===== src/t1_rx_pkg.sv =====
// Functional notes
// violation counter 8 bits, saturates, interrupts after.
// violation counter presettable, readable, counts during resync.
// B8ZS code word violations are not counted.
// two 4-bit error counters, saturate, then interrupt.
// both error counters share one byte address.
// frame-loss counter; second counter follows framing mode.
// error counters frozen while loss of sync high.
// loss of sync high during resync; status latched.
// auto mode: resync on frame loss or carrier loss.
// manual mode: resync only on control edge, reset.
// yellow output follows alarm; 24-frame uses link pattern.
// 12-frame yellow: 256 zero bit-2s or S-bit.
// violation output one bit time, not B8ZS codes.
// framing bit error gives two-bit frame error pulse.
// CRC error gives one-bit pulse before multiframe sync.
// carrier loss on 32nd zero, cleared by one.
// reset clears registers, forces resync on release.
// system holds reset at power-up, host rewrites controls.
// serial select low: hardware mode, registers cleared.
// five pins drive five control bits.
// both suppression pins high: loopback, keep modes.
// hardware mode: robbed bit on, bit-2 yellow, rest cleared.
package t1_rx_pkg;
  localparam logic [2:0] ADDR_BVC = 3'h0;
  localparam logic [2:0] ADDR_ECR = 3'h1;
  localparam logic [2:0] ADDR_MASK = 3'h2;
  localparam logic [2:0] ADDR_STATUS = 3'h3;
  localparam logic [2:0] ADDR_CCR = 3'h4;
  localparam logic [2:0] ADDR_TCR = 3'h5;
  localparam logic [2:0] ADDR_RCR = 3'h6;
  localparam logic [7:0] REG_RESET = 8'h00;
  localparam int CCR_LOOP = 0;
  localparam int CCR_ZS = 1;
  localparam int CCR_B8ZS = 2;
  localparam int CCR_YFMT = 3;
  localparam int CCR_FRAME24 = 4;
  localparam int TCR_TXYEL = 0;
  localparam int TCR_SBIT_EXT = 2;
  localparam int TCR_RBS = 4;
  localparam int RCR_RESYNC = 0;
  localparam int RCR_MANUAL = 1;
  localparam int RCR_FS_COUNT = 3;
  localparam int ST_BVCS = 7;
  localparam int ST_ECS = 6;
  localparam int ST_YELLOW_ALARM_OUT = 5;
  localparam int ST_RCL = 4;
  localparam int ST_FERR = 3;
  localparam int ST_LOSS_OF_SYNC_OUT = 0;
  localparam int PIN_SBIT = 0;
  localparam int PIN_FRAME = 1;
  localparam int PIN_TXYEL = 2;
  localparam int PIN_ZS = 3;
  localparam int PIN_B8ZS = 4;
  localparam int PIN_SPS = 5;
  localparam logic [5:0] PIN_RESET = 6'h20;
  localparam logic [4:0] CL_LAST = 5'h1f;
  localparam logic [8:0] YEL_SETS = 9'h010;
  localparam logic [8:0] YEL_CHANNELS = 9'h100;
  localparam logic [15:0] YEL_PATTERN = 16'h00ff;
  localparam logic [3:0] LINK_LAST = 4'hf;
  localparam logic [1:0] FERR_HOLD = 2'h2;
  localparam logic [1:0] CRC_HOLD = 2'h1;

  typedef struct packed {
    logic bit_time;
    logic bit_one;
    logic bpv;
    logic b8zs_word;
    logic fbit_time;
    logic fbit_is_fs;
    logic fbit_err;
    logic crc_err;
    logic sync_found;
    logic link_time;
    logic link_bit;
    logic bit2_time;
    logic bit2;
    logic sbit12_time;
    logic sbit;
  } line_event_type;
endpackage


===== src/pin_sync.sv =====
`timescale 1ns/1ps
module pin_sync #(
  parameter int WIDTH = 6,
  parameter logic [WIDTH-1:0] RESET_VALUE = '0
)(
  input wire logic ref_clk,
  input wire logic rst_n,
  input wire logic [WIDTH-1:0] async_in,
  output logic [WIDTH-1:0] stable
);
  logic [WIDTH-1:0] stage1;
  logic [WIDTH-1:0] stage2;
  logic [WIDTH-1:0] stage3;
  logic [WIDTH-1:0] next_stable;

  // a bit changes only once stages two and three agree
  always_comb
  begin
    next_stable = stable;
    for (int i = 0; i < WIDTH; i++)
    begin
      if (stage2[i] == stage3[i])
        next_stable[i] = stage3[i];
    end
  end

  always_ff @(posedge ref_clk or negedge rst_n)
  begin
    if (!rst_n)
    begin
      stage1 <= RESET_VALUE;
      stage2 <= RESET_VALUE;
      stage3 <= RESET_VALUE;
      stable <= RESET_VALUE;
    end
    else
    begin
      stage1 <= async_in;
      stage2 <= stage1;
      stage3 <= stage2;
      stable <= next_stable;
    end
  end
endmodule


===== src/sat_counter.sv =====
`timescale 1ns/1ps
module sat_counter #(
  parameter int WIDTH = 8
)(
  input wire logic ref_clk,
  input wire logic rst_n,
  input wire logic clear,
  input wire logic load,
  input wire logic [WIDTH-1:0] load_value,
  input wire logic inc,
  output logic [WIDTH-1:0] count,
  output logic overflow
);
  localparam logic [WIDTH-1:0] MAX = '1;
  logic [WIDTH-1:0] next_count;
  logic next_overflow;

  always_comb
  begin
    next_count = count;
    next_overflow = 1'b0;
    if (clear)
      next_count = '0;
    else if (load)
      next_count = load_value;
    else if (inc && count != MAX)
      next_count = count + 1'b1;
    else if (inc)
      next_overflow = 1'b1;
  end

  always_ff @(posedge ref_clk or negedge rst_n)
  begin
    if (!rst_n)
    begin
      count <= '0;
      overflow <= 1'b0;
    end
    else
    begin
      count <= next_count;
      overflow <= next_overflow;
    end
  end
endmodule


===== src/t1_rx_monitor.sv =====
`timescale 1ns/1ps
module t1_rx_monitor (
  input wire logic ref_clk,
  input wire logic rst_n,
  input wire logic serial_port_select,
  input wire logic [4:0] mode_pins,
  input wire t1_rx_pkg::line_event_type line,
  input wire logic reg_wr_en,
  input wire logic reg_rd_en,
  input wire logic [2:0] reg_addr,
  input wire logic [7:0] reg_wdata,
  output logic [7:0] reg_rdata,
  output logic [7:0] common_control,
  output logic [7:0] transmit_control,
  output logic loss_of_sync_out,
  output logic yellow_alarm_out,
  output logic bipolar_violation_out,
  output logic frame_error_out,
  output logic carrier_loss,
  output logic count_irq
);
  logic [5:0] pins;
  logic hw_mode, next_irq, bv_ovf, oof_ovf, esf_ovf, bv_load, ecr_load;
  logic bv_inc, oof_inc, esf_inc, oof_event, ft_err, resync_start;
  logic resync_pending, rcr0_prev, next_los, next_yel, next_bpv;
  logic next_ferr_out, next_cl;
  logic [7:0] receive_control, receive_irq_mask, receive_status;
  logic [7:0] next_rdata, next_ccr, next_tcr, next_rcr, next_mask;
  logic [7:0] next_status, bipolar_violation_count;
  logic [3:0] oof_count, esf_count, link_phase, next_link_phase;
  logic [2:0] fhist, next_fhist;
  logic [4:0] zero_run, next_zero_run;
  logic [8:0] yel_count, next_yel_count;
  logic [15:0] link_sr, next_link_sr;
  logic [1:0] ferr_cnt, next_ferr_cnt;

  function automatic logic reg_hit(input logic [2:0] addr);
    reg_hit = reg_addr == addr;
  endfunction

  pin_sync #(.WIDTH(6), .RESET_VALUE(t1_rx_pkg::PIN_RESET)) u_pins (
    .ref_clk(ref_clk), .rst_n(rst_n),
    .async_in({serial_port_select, mode_pins}), .stable(pins)
  );

  assign hw_mode = !pins[t1_rx_pkg::PIN_SPS];
  assign bv_load = !hw_mode && reg_wr_en && reg_hit(t1_rx_pkg::ADDR_BVC);
  assign ecr_load = !hw_mode && reg_wr_en && reg_hit(t1_rx_pkg::ADDR_ECR);
  // replacement code violations are suppressed when B8ZS is on
  assign bv_inc = line.bpv &&
    !(common_control[t1_rx_pkg::CCR_B8ZS] && line.b8zs_word);
  // two errors within four terminal framing bits; pattern bits are skipped
  assign ft_err = line.fbit_time && !line.fbit_is_fs && line.fbit_err;
  assign oof_event = ft_err && fhist != 3'h0;
  assign oof_inc = oof_event && !loss_of_sync_out;
  assign esf_inc = !loss_of_sync_out &&
    (common_control[t1_rx_pkg::CCR_FRAME24] ? oof_event || line.crc_err :
    line.fbit_time && line.fbit_err && (!line.fbit_is_fs ||
    receive_control[t1_rx_pkg::RCR_FS_COUNT]));
  // auto mode resyncs on frame loss or carrier loss; manual mode
  // only on a rising control bit or the reset release
  assign resync_start = resync_pending ||
    (!receive_control[t1_rx_pkg::RCR_MANUAL] &&
      (oof_event || carrier_loss)) ||
    (receive_control[t1_rx_pkg::RCR_MANUAL] &&
      receive_control[t1_rx_pkg::RCR_RESYNC] && !rcr0_prev);

  sat_counter #(.WIDTH(8)) u_bv (
    .ref_clk(ref_clk), .rst_n(rst_n), .clear(hw_mode), .load(bv_load),
    .load_value(reg_wdata), .inc(bv_inc),
    .count(bipolar_violation_count), .overflow(bv_ovf)
  );

  // both halves load from one byte write
  sat_counter #(.WIDTH(4)) u_oof (
    .ref_clk(ref_clk), .rst_n(rst_n), .clear(hw_mode), .load(ecr_load),
    .load_value(reg_wdata[7:4]), .inc(oof_inc),
    .count(oof_count), .overflow(oof_ovf)
  );

  sat_counter #(.WIDTH(4)) u_esf (
    .ref_clk(ref_clk), .rst_n(rst_n), .clear(hw_mode), .load(ecr_load),
    .load_value(reg_wdata[3:0]), .inc(esf_inc),
    .count(esf_count), .overflow(esf_ovf)
  );

  always_comb
  begin
    next_ccr = common_control;
    next_tcr = transmit_control;
    next_rcr = receive_control;
    next_mask = receive_irq_mask;
    next_status = receive_status;
    if (hw_mode)
    begin
      next_rcr = t1_rx_pkg::REG_RESET;
      next_mask = t1_rx_pkg::REG_RESET;
      next_status = t1_rx_pkg::REG_RESET;
      next_tcr = t1_rx_pkg::REG_RESET;
      next_tcr[t1_rx_pkg::TCR_SBIT_EXT] = pins[t1_rx_pkg::PIN_SBIT];
      next_tcr[t1_rx_pkg::TCR_TXYEL] = pins[t1_rx_pkg::PIN_TXYEL];
      next_tcr[t1_rx_pkg::TCR_RBS] = 1'b1;
      next_ccr = t1_rx_pkg::REG_RESET;
      next_ccr[t1_rx_pkg::CCR_FRAME24] = pins[t1_rx_pkg::PIN_FRAME];
      if (pins[t1_rx_pkg::PIN_ZS] && pins[t1_rx_pkg::PIN_B8ZS])
      begin
        // keep the last suppression mode while looped back
        next_ccr[t1_rx_pkg::CCR_LOOP] = 1'b1;
        next_ccr[t1_rx_pkg::CCR_ZS] = common_control[t1_rx_pkg::CCR_ZS];
        next_ccr[t1_rx_pkg::CCR_B8ZS] =
          common_control[t1_rx_pkg::CCR_B8ZS];
      end
      else
      begin
        next_ccr[t1_rx_pkg::CCR_ZS] = pins[t1_rx_pkg::PIN_ZS];
        next_ccr[t1_rx_pkg::CCR_B8ZS] = pins[t1_rx_pkg::PIN_B8ZS];
      end
    end
    else
    begin
      if (reg_wr_en && reg_hit(t1_rx_pkg::ADDR_CCR))
        next_ccr = reg_wdata;
      if (reg_wr_en && reg_hit(t1_rx_pkg::ADDR_TCR))
        next_tcr = reg_wdata;
      if (reg_wr_en && reg_hit(t1_rx_pkg::ADDR_RCR))
        next_rcr = reg_wdata;
      if (reg_wr_en && reg_hit(t1_rx_pkg::ADDR_MASK))
        next_mask = reg_wdata;
      if (reg_rd_en && reg_hit(t1_rx_pkg::ADDR_STATUS))
      begin
        next_status[t1_rx_pkg::ST_LOSS_OF_SYNC_OUT] = 1'b0;
        next_status[t1_rx_pkg::ST_YELLOW_ALARM_OUT] = 1'b0;
        next_status[t1_rx_pkg::ST_RCL] = 1'b0;
        next_status[t1_rx_pkg::ST_FERR] = 1'b0;
      end
      // saturation flags drop only on a preset below all ones
      if (bv_load && reg_wdata != 8'hff)
        next_status[t1_rx_pkg::ST_BVCS] = 1'b0;
      if (ecr_load && reg_wdata[7:4] != 4'hf && reg_wdata[3:0] != 4'hf)
        next_status[t1_rx_pkg::ST_ECS] = 1'b0;
    end
    // a live event wins over the read clear
    next_status[t1_rx_pkg::ST_LOSS_OF_SYNC_OUT] =
      next_status[t1_rx_pkg::ST_LOSS_OF_SYNC_OUT] | loss_of_sync_out;
    next_status[t1_rx_pkg::ST_YELLOW_ALARM_OUT] =
      next_status[t1_rx_pkg::ST_YELLOW_ALARM_OUT] | yellow_alarm_out;
    next_status[t1_rx_pkg::ST_RCL] =
      next_status[t1_rx_pkg::ST_RCL] | carrier_loss;
    next_status[t1_rx_pkg::ST_FERR] =
      next_status[t1_rx_pkg::ST_FERR] | frame_error_out;
    next_status[t1_rx_pkg::ST_BVCS] =
      next_status[t1_rx_pkg::ST_BVCS] | bv_ovf;
    next_status[t1_rx_pkg::ST_ECS] =
      next_status[t1_rx_pkg::ST_ECS] | oof_ovf | esf_ovf;
    next_irq = (bv_ovf && receive_irq_mask[t1_rx_pkg::ST_BVCS]) ||
      ((oof_ovf || esf_ovf) && receive_irq_mask[t1_rx_pkg::ST_ECS]);
    next_rdata = 8'h00;
    unique case (reg_addr)
      t1_rx_pkg::ADDR_BVC: next_rdata = bipolar_violation_count;
      t1_rx_pkg::ADDR_ECR: next_rdata = {oof_count, esf_count};
      t1_rx_pkg::ADDR_MASK: next_rdata = receive_irq_mask;
      t1_rx_pkg::ADDR_STATUS: next_rdata = receive_status;
      t1_rx_pkg::ADDR_CCR: next_rdata = common_control;
      t1_rx_pkg::ADDR_TCR: next_rdata = transmit_control;
      t1_rx_pkg::ADDR_RCR: next_rdata = receive_control;
      default: next_rdata = 8'h00;
    endcase
    if (!reg_rd_en)
      next_rdata = reg_rdata;
    next_los = loss_of_sync_out;
    if (resync_start)
      next_los = 1'b1;
    else if (line.sync_found)
      next_los = 1'b0;
    next_fhist = fhist;
    if (line.fbit_time && !line.fbit_is_fs)
      next_fhist = {fhist[1:0], line.fbit_err};
    next_bpv = bv_inc;
    next_zero_run = zero_run;
    next_cl = carrier_loss;
    if (line.bit_time && line.bit_one)
    begin
      next_zero_run = 5'h00;
      next_cl = 1'b0;
    end
    else if (line.bit_time && zero_run == t1_rx_pkg::CL_LAST)
      next_cl = 1'b1;
    else if (line.bit_time)
      next_zero_run = zero_run + 5'h01;
    next_ferr_cnt = ferr_cnt;
    if (line.fbit_time && line.fbit_err)
      next_ferr_cnt = t1_rx_pkg::FERR_HOLD;
    else if (line.crc_err && common_control[t1_rx_pkg::CCR_FRAME24])
      next_ferr_cnt = t1_rx_pkg::CRC_HOLD;
    else if (ferr_cnt != 2'h0)
      next_ferr_cnt = ferr_cnt - 2'h1;
    next_ferr_out = next_ferr_cnt != 2'h0;
    next_link_sr = link_sr;
    next_link_phase = link_phase;
    next_yel_count = yel_count;
    next_yel = yellow_alarm_out;
    if (common_control[t1_rx_pkg::CCR_FRAME24])
    begin
      // sets must repeat every sixteen link bits once found
      if (line.link_time)
      begin
        next_link_sr = {link_sr[14:0], line.link_bit};
        if (next_link_sr == t1_rx_pkg::YEL_PATTERN &&
            (yel_count == 9'h000 || link_phase == t1_rx_pkg::LINK_LAST))
        begin
          next_link_phase = 4'h0;
          if (yel_count != t1_rx_pkg::YEL_SETS)
            next_yel_count = yel_count + 9'h001;
        end
        else if (link_phase == t1_rx_pkg::LINK_LAST)
        begin
          next_link_phase = 4'h0;
          next_yel_count = 9'h000;
        end
        else
          next_link_phase = link_phase + 4'h1;
      end
      next_yel = next_yel_count == t1_rx_pkg::YEL_SETS;
    end
    else if (!common_control[t1_rx_pkg::CCR_YFMT])
    begin
      if (line.bit2_time && line.bit2)
        next_yel_count = 9'h000;
      else if (line.bit2_time && yel_count != t1_rx_pkg::YEL_CHANNELS)
        next_yel_count = yel_count + 9'h001;
      next_yel = next_yel_count == t1_rx_pkg::YEL_CHANNELS;
    end
    else if (line.sbit12_time)
      next_yel = line.sbit;
  end

  always_ff @(posedge ref_clk or negedge rst_n)
  begin
    if (!rst_n)
    begin
      resync_pending <= 1'b1;
      common_control <= t1_rx_pkg::REG_RESET;
      transmit_control <= t1_rx_pkg::REG_RESET;
      receive_control <= t1_rx_pkg::REG_RESET;
      receive_irq_mask <= t1_rx_pkg::REG_RESET;
      receive_status <= t1_rx_pkg::REG_RESET;
      reg_rdata <= t1_rx_pkg::REG_RESET;
      count_irq <= 1'b0;
      rcr0_prev <= 1'b0;
      loss_of_sync_out <= 1'b0;
      fhist <= 3'h0;
      bipolar_violation_out <= 1'b0;
      zero_run <= 5'h00;
      carrier_loss <= 1'b0;
      ferr_cnt <= 2'h0;
      frame_error_out <= 1'b0;
      link_sr <= 16'h0000;
      link_phase <= 4'h0;
      yel_count <= 9'h000;
      yellow_alarm_out <= 1'b0;
    end
    else
    begin
      resync_pending <= 1'b0;
      common_control <= next_ccr;
      transmit_control <= next_tcr;
      receive_control <= next_rcr;
      receive_irq_mask <= next_mask;
      receive_status <= next_status;
      reg_rdata <= next_rdata;
      count_irq <= next_irq;
      rcr0_prev <= receive_control[t1_rx_pkg::RCR_RESYNC];
      loss_of_sync_out <= next_los;
      fhist <= next_fhist;
      bipolar_violation_out <= next_bpv;
      zero_run <= next_zero_run;
      carrier_loss <= next_cl;
      ferr_cnt <= next_ferr_cnt;
      frame_error_out <= next_ferr_out;
      link_sr <= next_link_sr;
      link_phase <= next_link_phase;
      yel_count <= next_yel_count;
      yellow_alarm_out <= next_yel;
    end
  end
endmodule


===== config.mk =====
export PLATFORM = sky130hd
export DESIGN_NAME = t1_rx_monitor
export DESIGN_NICKNAME = d
export VERILOG_FILES = /design/src/t1_rx_pkg.sv /design/src/pin_sync.sv /design/src/sat_counter.sv /design/src/t1_rx_monitor.sv
export SDC_FILE = /design/constraint.sdc
export NUM_CORES = 1
export LEC_CHECK = 0
export BUFFER_PORTS_ARGS = -buffer_cell sky130_fd_sc_hd__buf_2
export CELL_PAD_IN_SITES_DETAIL_PLACEMENT = 1
export CELL_PAD_IN_SITES_GLOBAL_PLACEMENT = 2
export CORE_MARGIN = 1.5
export CORE_UTILIZATION = 40
export CTS_CLUSTER_DIAMETER = 200
export DETAILED_ROUTE_END_ITERATION = 7
export PLACE_DENSITY_LB_ADDON = 0.1
export REMOVE_ABC_BUFFERS = 1
export SYNTH_ARGS = -nofsm -noshare
export SYNTH_HDL_FRONTEND = slang
export SYNTH_SLANG_ARGS = --single-unit

===== constraint.sdc =====
create_clock -name ref_clk -period 7.42 [get_ports ref_clk]
set_clock_uncertainty 0.15 [all_clocks]
set_input_delay 0.742 -clock ref_clk [delete_from_list [all_inputs] [get_ports ref_clk]]
set_output_delay 0.742 -clock ref_clk [all_outputs]
set_load 0.02 [all_outputs]

==> flow_summary.json <==
{
  "synth.yosys.seq_area_share_pct": 49.7,
  "switching_share_pct": 33.1,
  "grt_pass1_wl_um": 31800,
  "combPwrFrac_pct": 18.9,
  "slew_violations": 0,
  "clk_path_buf_depth": 2,
  "syn_area_per_cell_um2": 10.2,
  "antenna_left": 0,
  "status": "finished, final reports clean",
  "timing.final.crit_share_pct": 39.3,
  "clkTransAtPathRegs_ns": 0.06,
  "power_frac_clock_pct": 37.0,
  "relSlewSlack_pct": 28.0,
  "synth_xor_area_share_pct": 1.93,
  "cts.sinks": 135,
  "startpoint_type": "flip-flop",
  "met1_usage_pct": 32.8,
  "area_growth_pct": 14.8,
  "nets": 758,
  "p_int_mw": 1.50,
  "htreeDepth": 4,
  "synthCells": 664,
  "ys_warn_count": 0,
  "yosys.cell_types.count": 79,
  "dpl.hpwl_um": 13100,
  "coreArea_um2": 16600,
  "grt_pass1_vias": 5730,
  "routed_wl_um": 19100,
  "final-hold-violation-count": 0,
  "synth_fa_ha_area_share_pct": 2.35,
  "synthMuxAreaShare_pct": 8.77,
  "power_frac_seq_pct": 44.1,
  "synth_top_family_by_area": "compound AO/OA/AOI/OAI gates",
  "final_common_cell": "dfrtp_1",
  "arrival_ns": 3.10,
  "r2r_start": "yel_count[4]$_DFFE_PN0P_",
  "grtUsageTotal_pct": 23.0,
  "cts_tree": "done",
  "floorplan.die_area_um2": 17800,
  "layout-drive-gt1-share_pct": 20.5,
  "synth_top_area_cell": "dfrtp_1",
  "maxCapViolations": 0,
  "worst-slew-pin-transition_ns": 1.07,
  "grt_remaining_overflow": 0,
  "synth-seq-cells": 135,
  "grt_use_met2_pct": 35.2,
  "rows": 47,
  "cts_resized": 0,
  "drtIter0Drc": 341,
  "rr_worst_depth": 7,
  "critPathKind": "reg2reg",
  "clk_latency_ns": 0.43,
  "io_pins": 66,
  "p_per_area_nw_per_um2": 288,
  "top_usage_layer": "met2",
  "synth_top_area_share_pct": 47.8,
  "ir_worst_vdd_uv": 182,
  "p_leak_nw": 3.44,
  "r2r-end": "yellow_alarm_out$_DFFE_PN0P_",
  "rrSetupSlack_ns": 4.50,
  "grt_max_degree": 78,
  "io_buffer_count": 65,
  "clock.fmax_ghz": 0.343,
  "layout_common_cells": "dfrtp_1 (130), nand2_1 (73), buf_2 (64)",
  "switchingPower_mw": 0.746,
  "diodes": 0,
  "cts-root-buf": "clkbuf_16",
  "avgRoutedWirePerCell_um": 20.2,
  "hold_class": "in2async",
  "yosys.area_share.simple_pct": 16.3,
  "die_h_um": 133,
  "cts_made_buffers": 17,
  "cts_post_setup_buffers_inserted": 0,
  "finalCriticalPeriod_ns": 2.92,
  "dr.pass1.iters": 4,
  "cp_max_fo": 15,
  "cts_hold_buf": 0,
  "whs_ns": 0.129,
  "synth_ff_type": "dfrtp_1",
  "met3_usage_pct": 4.72,
  "finalSetupViolCount": 0,
  "via_per_inst": 5.74,
  "gp_congestion": 0.811,
  "synth_compound_area_share_pct": 16.7,
  "remaining_drc_errors": 0,
  "initial_core_util_pct": 41.0,
  "die_w_um": 133,
  "finalSetupTns_ns": 0,
  "rsz0062_at_grt": "false",
  "antenna_found_initial": 0,
  "cp_data_required_time_ns": 7.60,
  "end_kind": "flip-flop",
  "async_flop_share_pct": 100,
  "synth.area.top_cells": "dfrtp_1 (48%), nand2_1 (4.0%), mux2i_1 (4.0%)",
  "synth_edf_count": 0,
  "vias": 5434,
  "synth_area_um2": 6800
}
[registers in the layout, summed over array words and instances, names as in the netlist, 5 cells and up]
name / cells
u_pins.stage3: 6
zero_run: 5
receive_control: 8
receive_status: 6
u_pins.stable: 6
common_control: 8
u_pins.stage1: 6
u_pins.stage2: 6
transmit_control: 8
receive_irq_mask: 8
link_sr: 15
u_bv.count: 8
yel_count: 9
reg_rdata: 8
[how the worst max path moves through the flow]
| stage | from | end | slack (ns) | cells after the start |
|---|---|---|---|---|
| floorplan | link_sr[8]$_DFFE_PN0P_ | yellow_alarm_out$_DFFE_PN0P_ | 4.93 | 7 |
| global placement | reg_addr[2] | common_control[4]$_DFFE_PN0P_ | 4.60 | 5 |
| detailed placement | reg_addr[2] | common_control[0]$_DFFE_PN0P_ | 4.51 | 5 |
| CTS | yel_count[4]$_DFFE_PN0P_ | yellow_alarm_out$_DFFE_PN0P_ | 4.54 | 7 |
| global route | yel_count[4]$_DFFE_PN0P_ | yellow_alarm_out$_DFFE_PN0P_ | 4.27 | 7 |
| finish | yel_count[4]$_DFFE_PN0P_ | yellow_alarm_out$_DFFE_PN0P_ | 4.50 | 7 |
[metal layers]
metal | up-vias | part of all wire, %
met3 | 22 | 4.1
met5 | - | 0
met1 | 2773 | 49
met2 | 127 | 46
li1 | 2512 | -
met4 | 0 | 1.7
[worst max-delay path: stages, from the launching register on]
cell and delay [ns]:
dfrtp_1 0.66, nand4_1 0.33, o21a_1 0.28, nor4bb_1 0.47
o2111ai_1 0.26, a311oi_2 0.31, nand3_1 0.11, o31ai_2 0.25
[Yosys cell counts (all sizes together), types with 3 or more instances]
cell type	n
a311oi	3
nand3	19
a211oi	15
nor3	9
nor4	5
xnor2	7
buf	7
nand2b	5
a21oi	52
maj3	6
nand4	11
nor2	52
nor2b	10
a21o	5
mux2i	27
a221oi	3
a22oi	5
a31oi	9
inv	19
o221ai	4
o21a	4
dfstp	5
or4	3
clkbuf	29
mux4	3
dfrtp	130
a22o	4
o211ai	9
xor2	8
mux2	23
nand3b	4
and2	4
o22ai	6
o21ai	31
or3	5
and3	10
ha	8
nand2	73
[power groups by stage]
| stage | Combinational [mW] | Sequential [mW] | Clock [mW] |
|---|---|---|---|
| 6_report | 0.426 | 0.992 | 0.832 |
| 5_1_grt | 0.476 | 1.01 | 0.883 |
| 4_1_cts | 0.429 | 0.992 | 0.850 |
| 3_5_place_dp | 0.427 | 1.00 | 0 |
| 3_3_place_gp | 0.409 | 0.995 | 0 |
| 2_1_floorplan | 0.281 | 0.970 | 0 |
[cells by family after synthesis]
| group | count (synthesis) |
|---|---|
| AO/OA/AOI/OAI | 170 |
| XOR/XNOR | 15 |
| adder cells (fa/ha/maj) | 14 |
| buffers and inverters | 57 |
| other | 1 |
| AND/OR/NAND/NOR | 219 |
| flip-flops | 135 |
| multiplexers | 53 |
[metrics by stage]
| stage | area, µm² | setup WS [ns] | instances | total power, mW | util (%) |
|---|---|---|---|---|---|
| floorplan | 6600 | 4.93 | 627 | 1.25 | - |
| global placement | 7230 | 4.60 | 915 | 1.40 | 43.6 |
| detailed placement | 7230 | 4.51 | 915 | 1.43 | 43.6 |
| CTS | 7810 | 4.54 | 947 | 2.27 | 47.1 |
| global route | 7810 | 4.27 | 947 | 2.37 | 47.1 |
| finish | 7810 | 4.50 | 947 | 2.25 | 47.1 |
[area by class of cell]
cell class              count  area [µm²]
inverters                  20        75.1
multi-input cells         472        3140
fillers                  1879        8770
clock inverters            13         136
flip-flops and latches    135        3380
well taps                 220         275
repair buffers             68         354
clock buffers              19         443
Power figures use the tool's default switching activity.
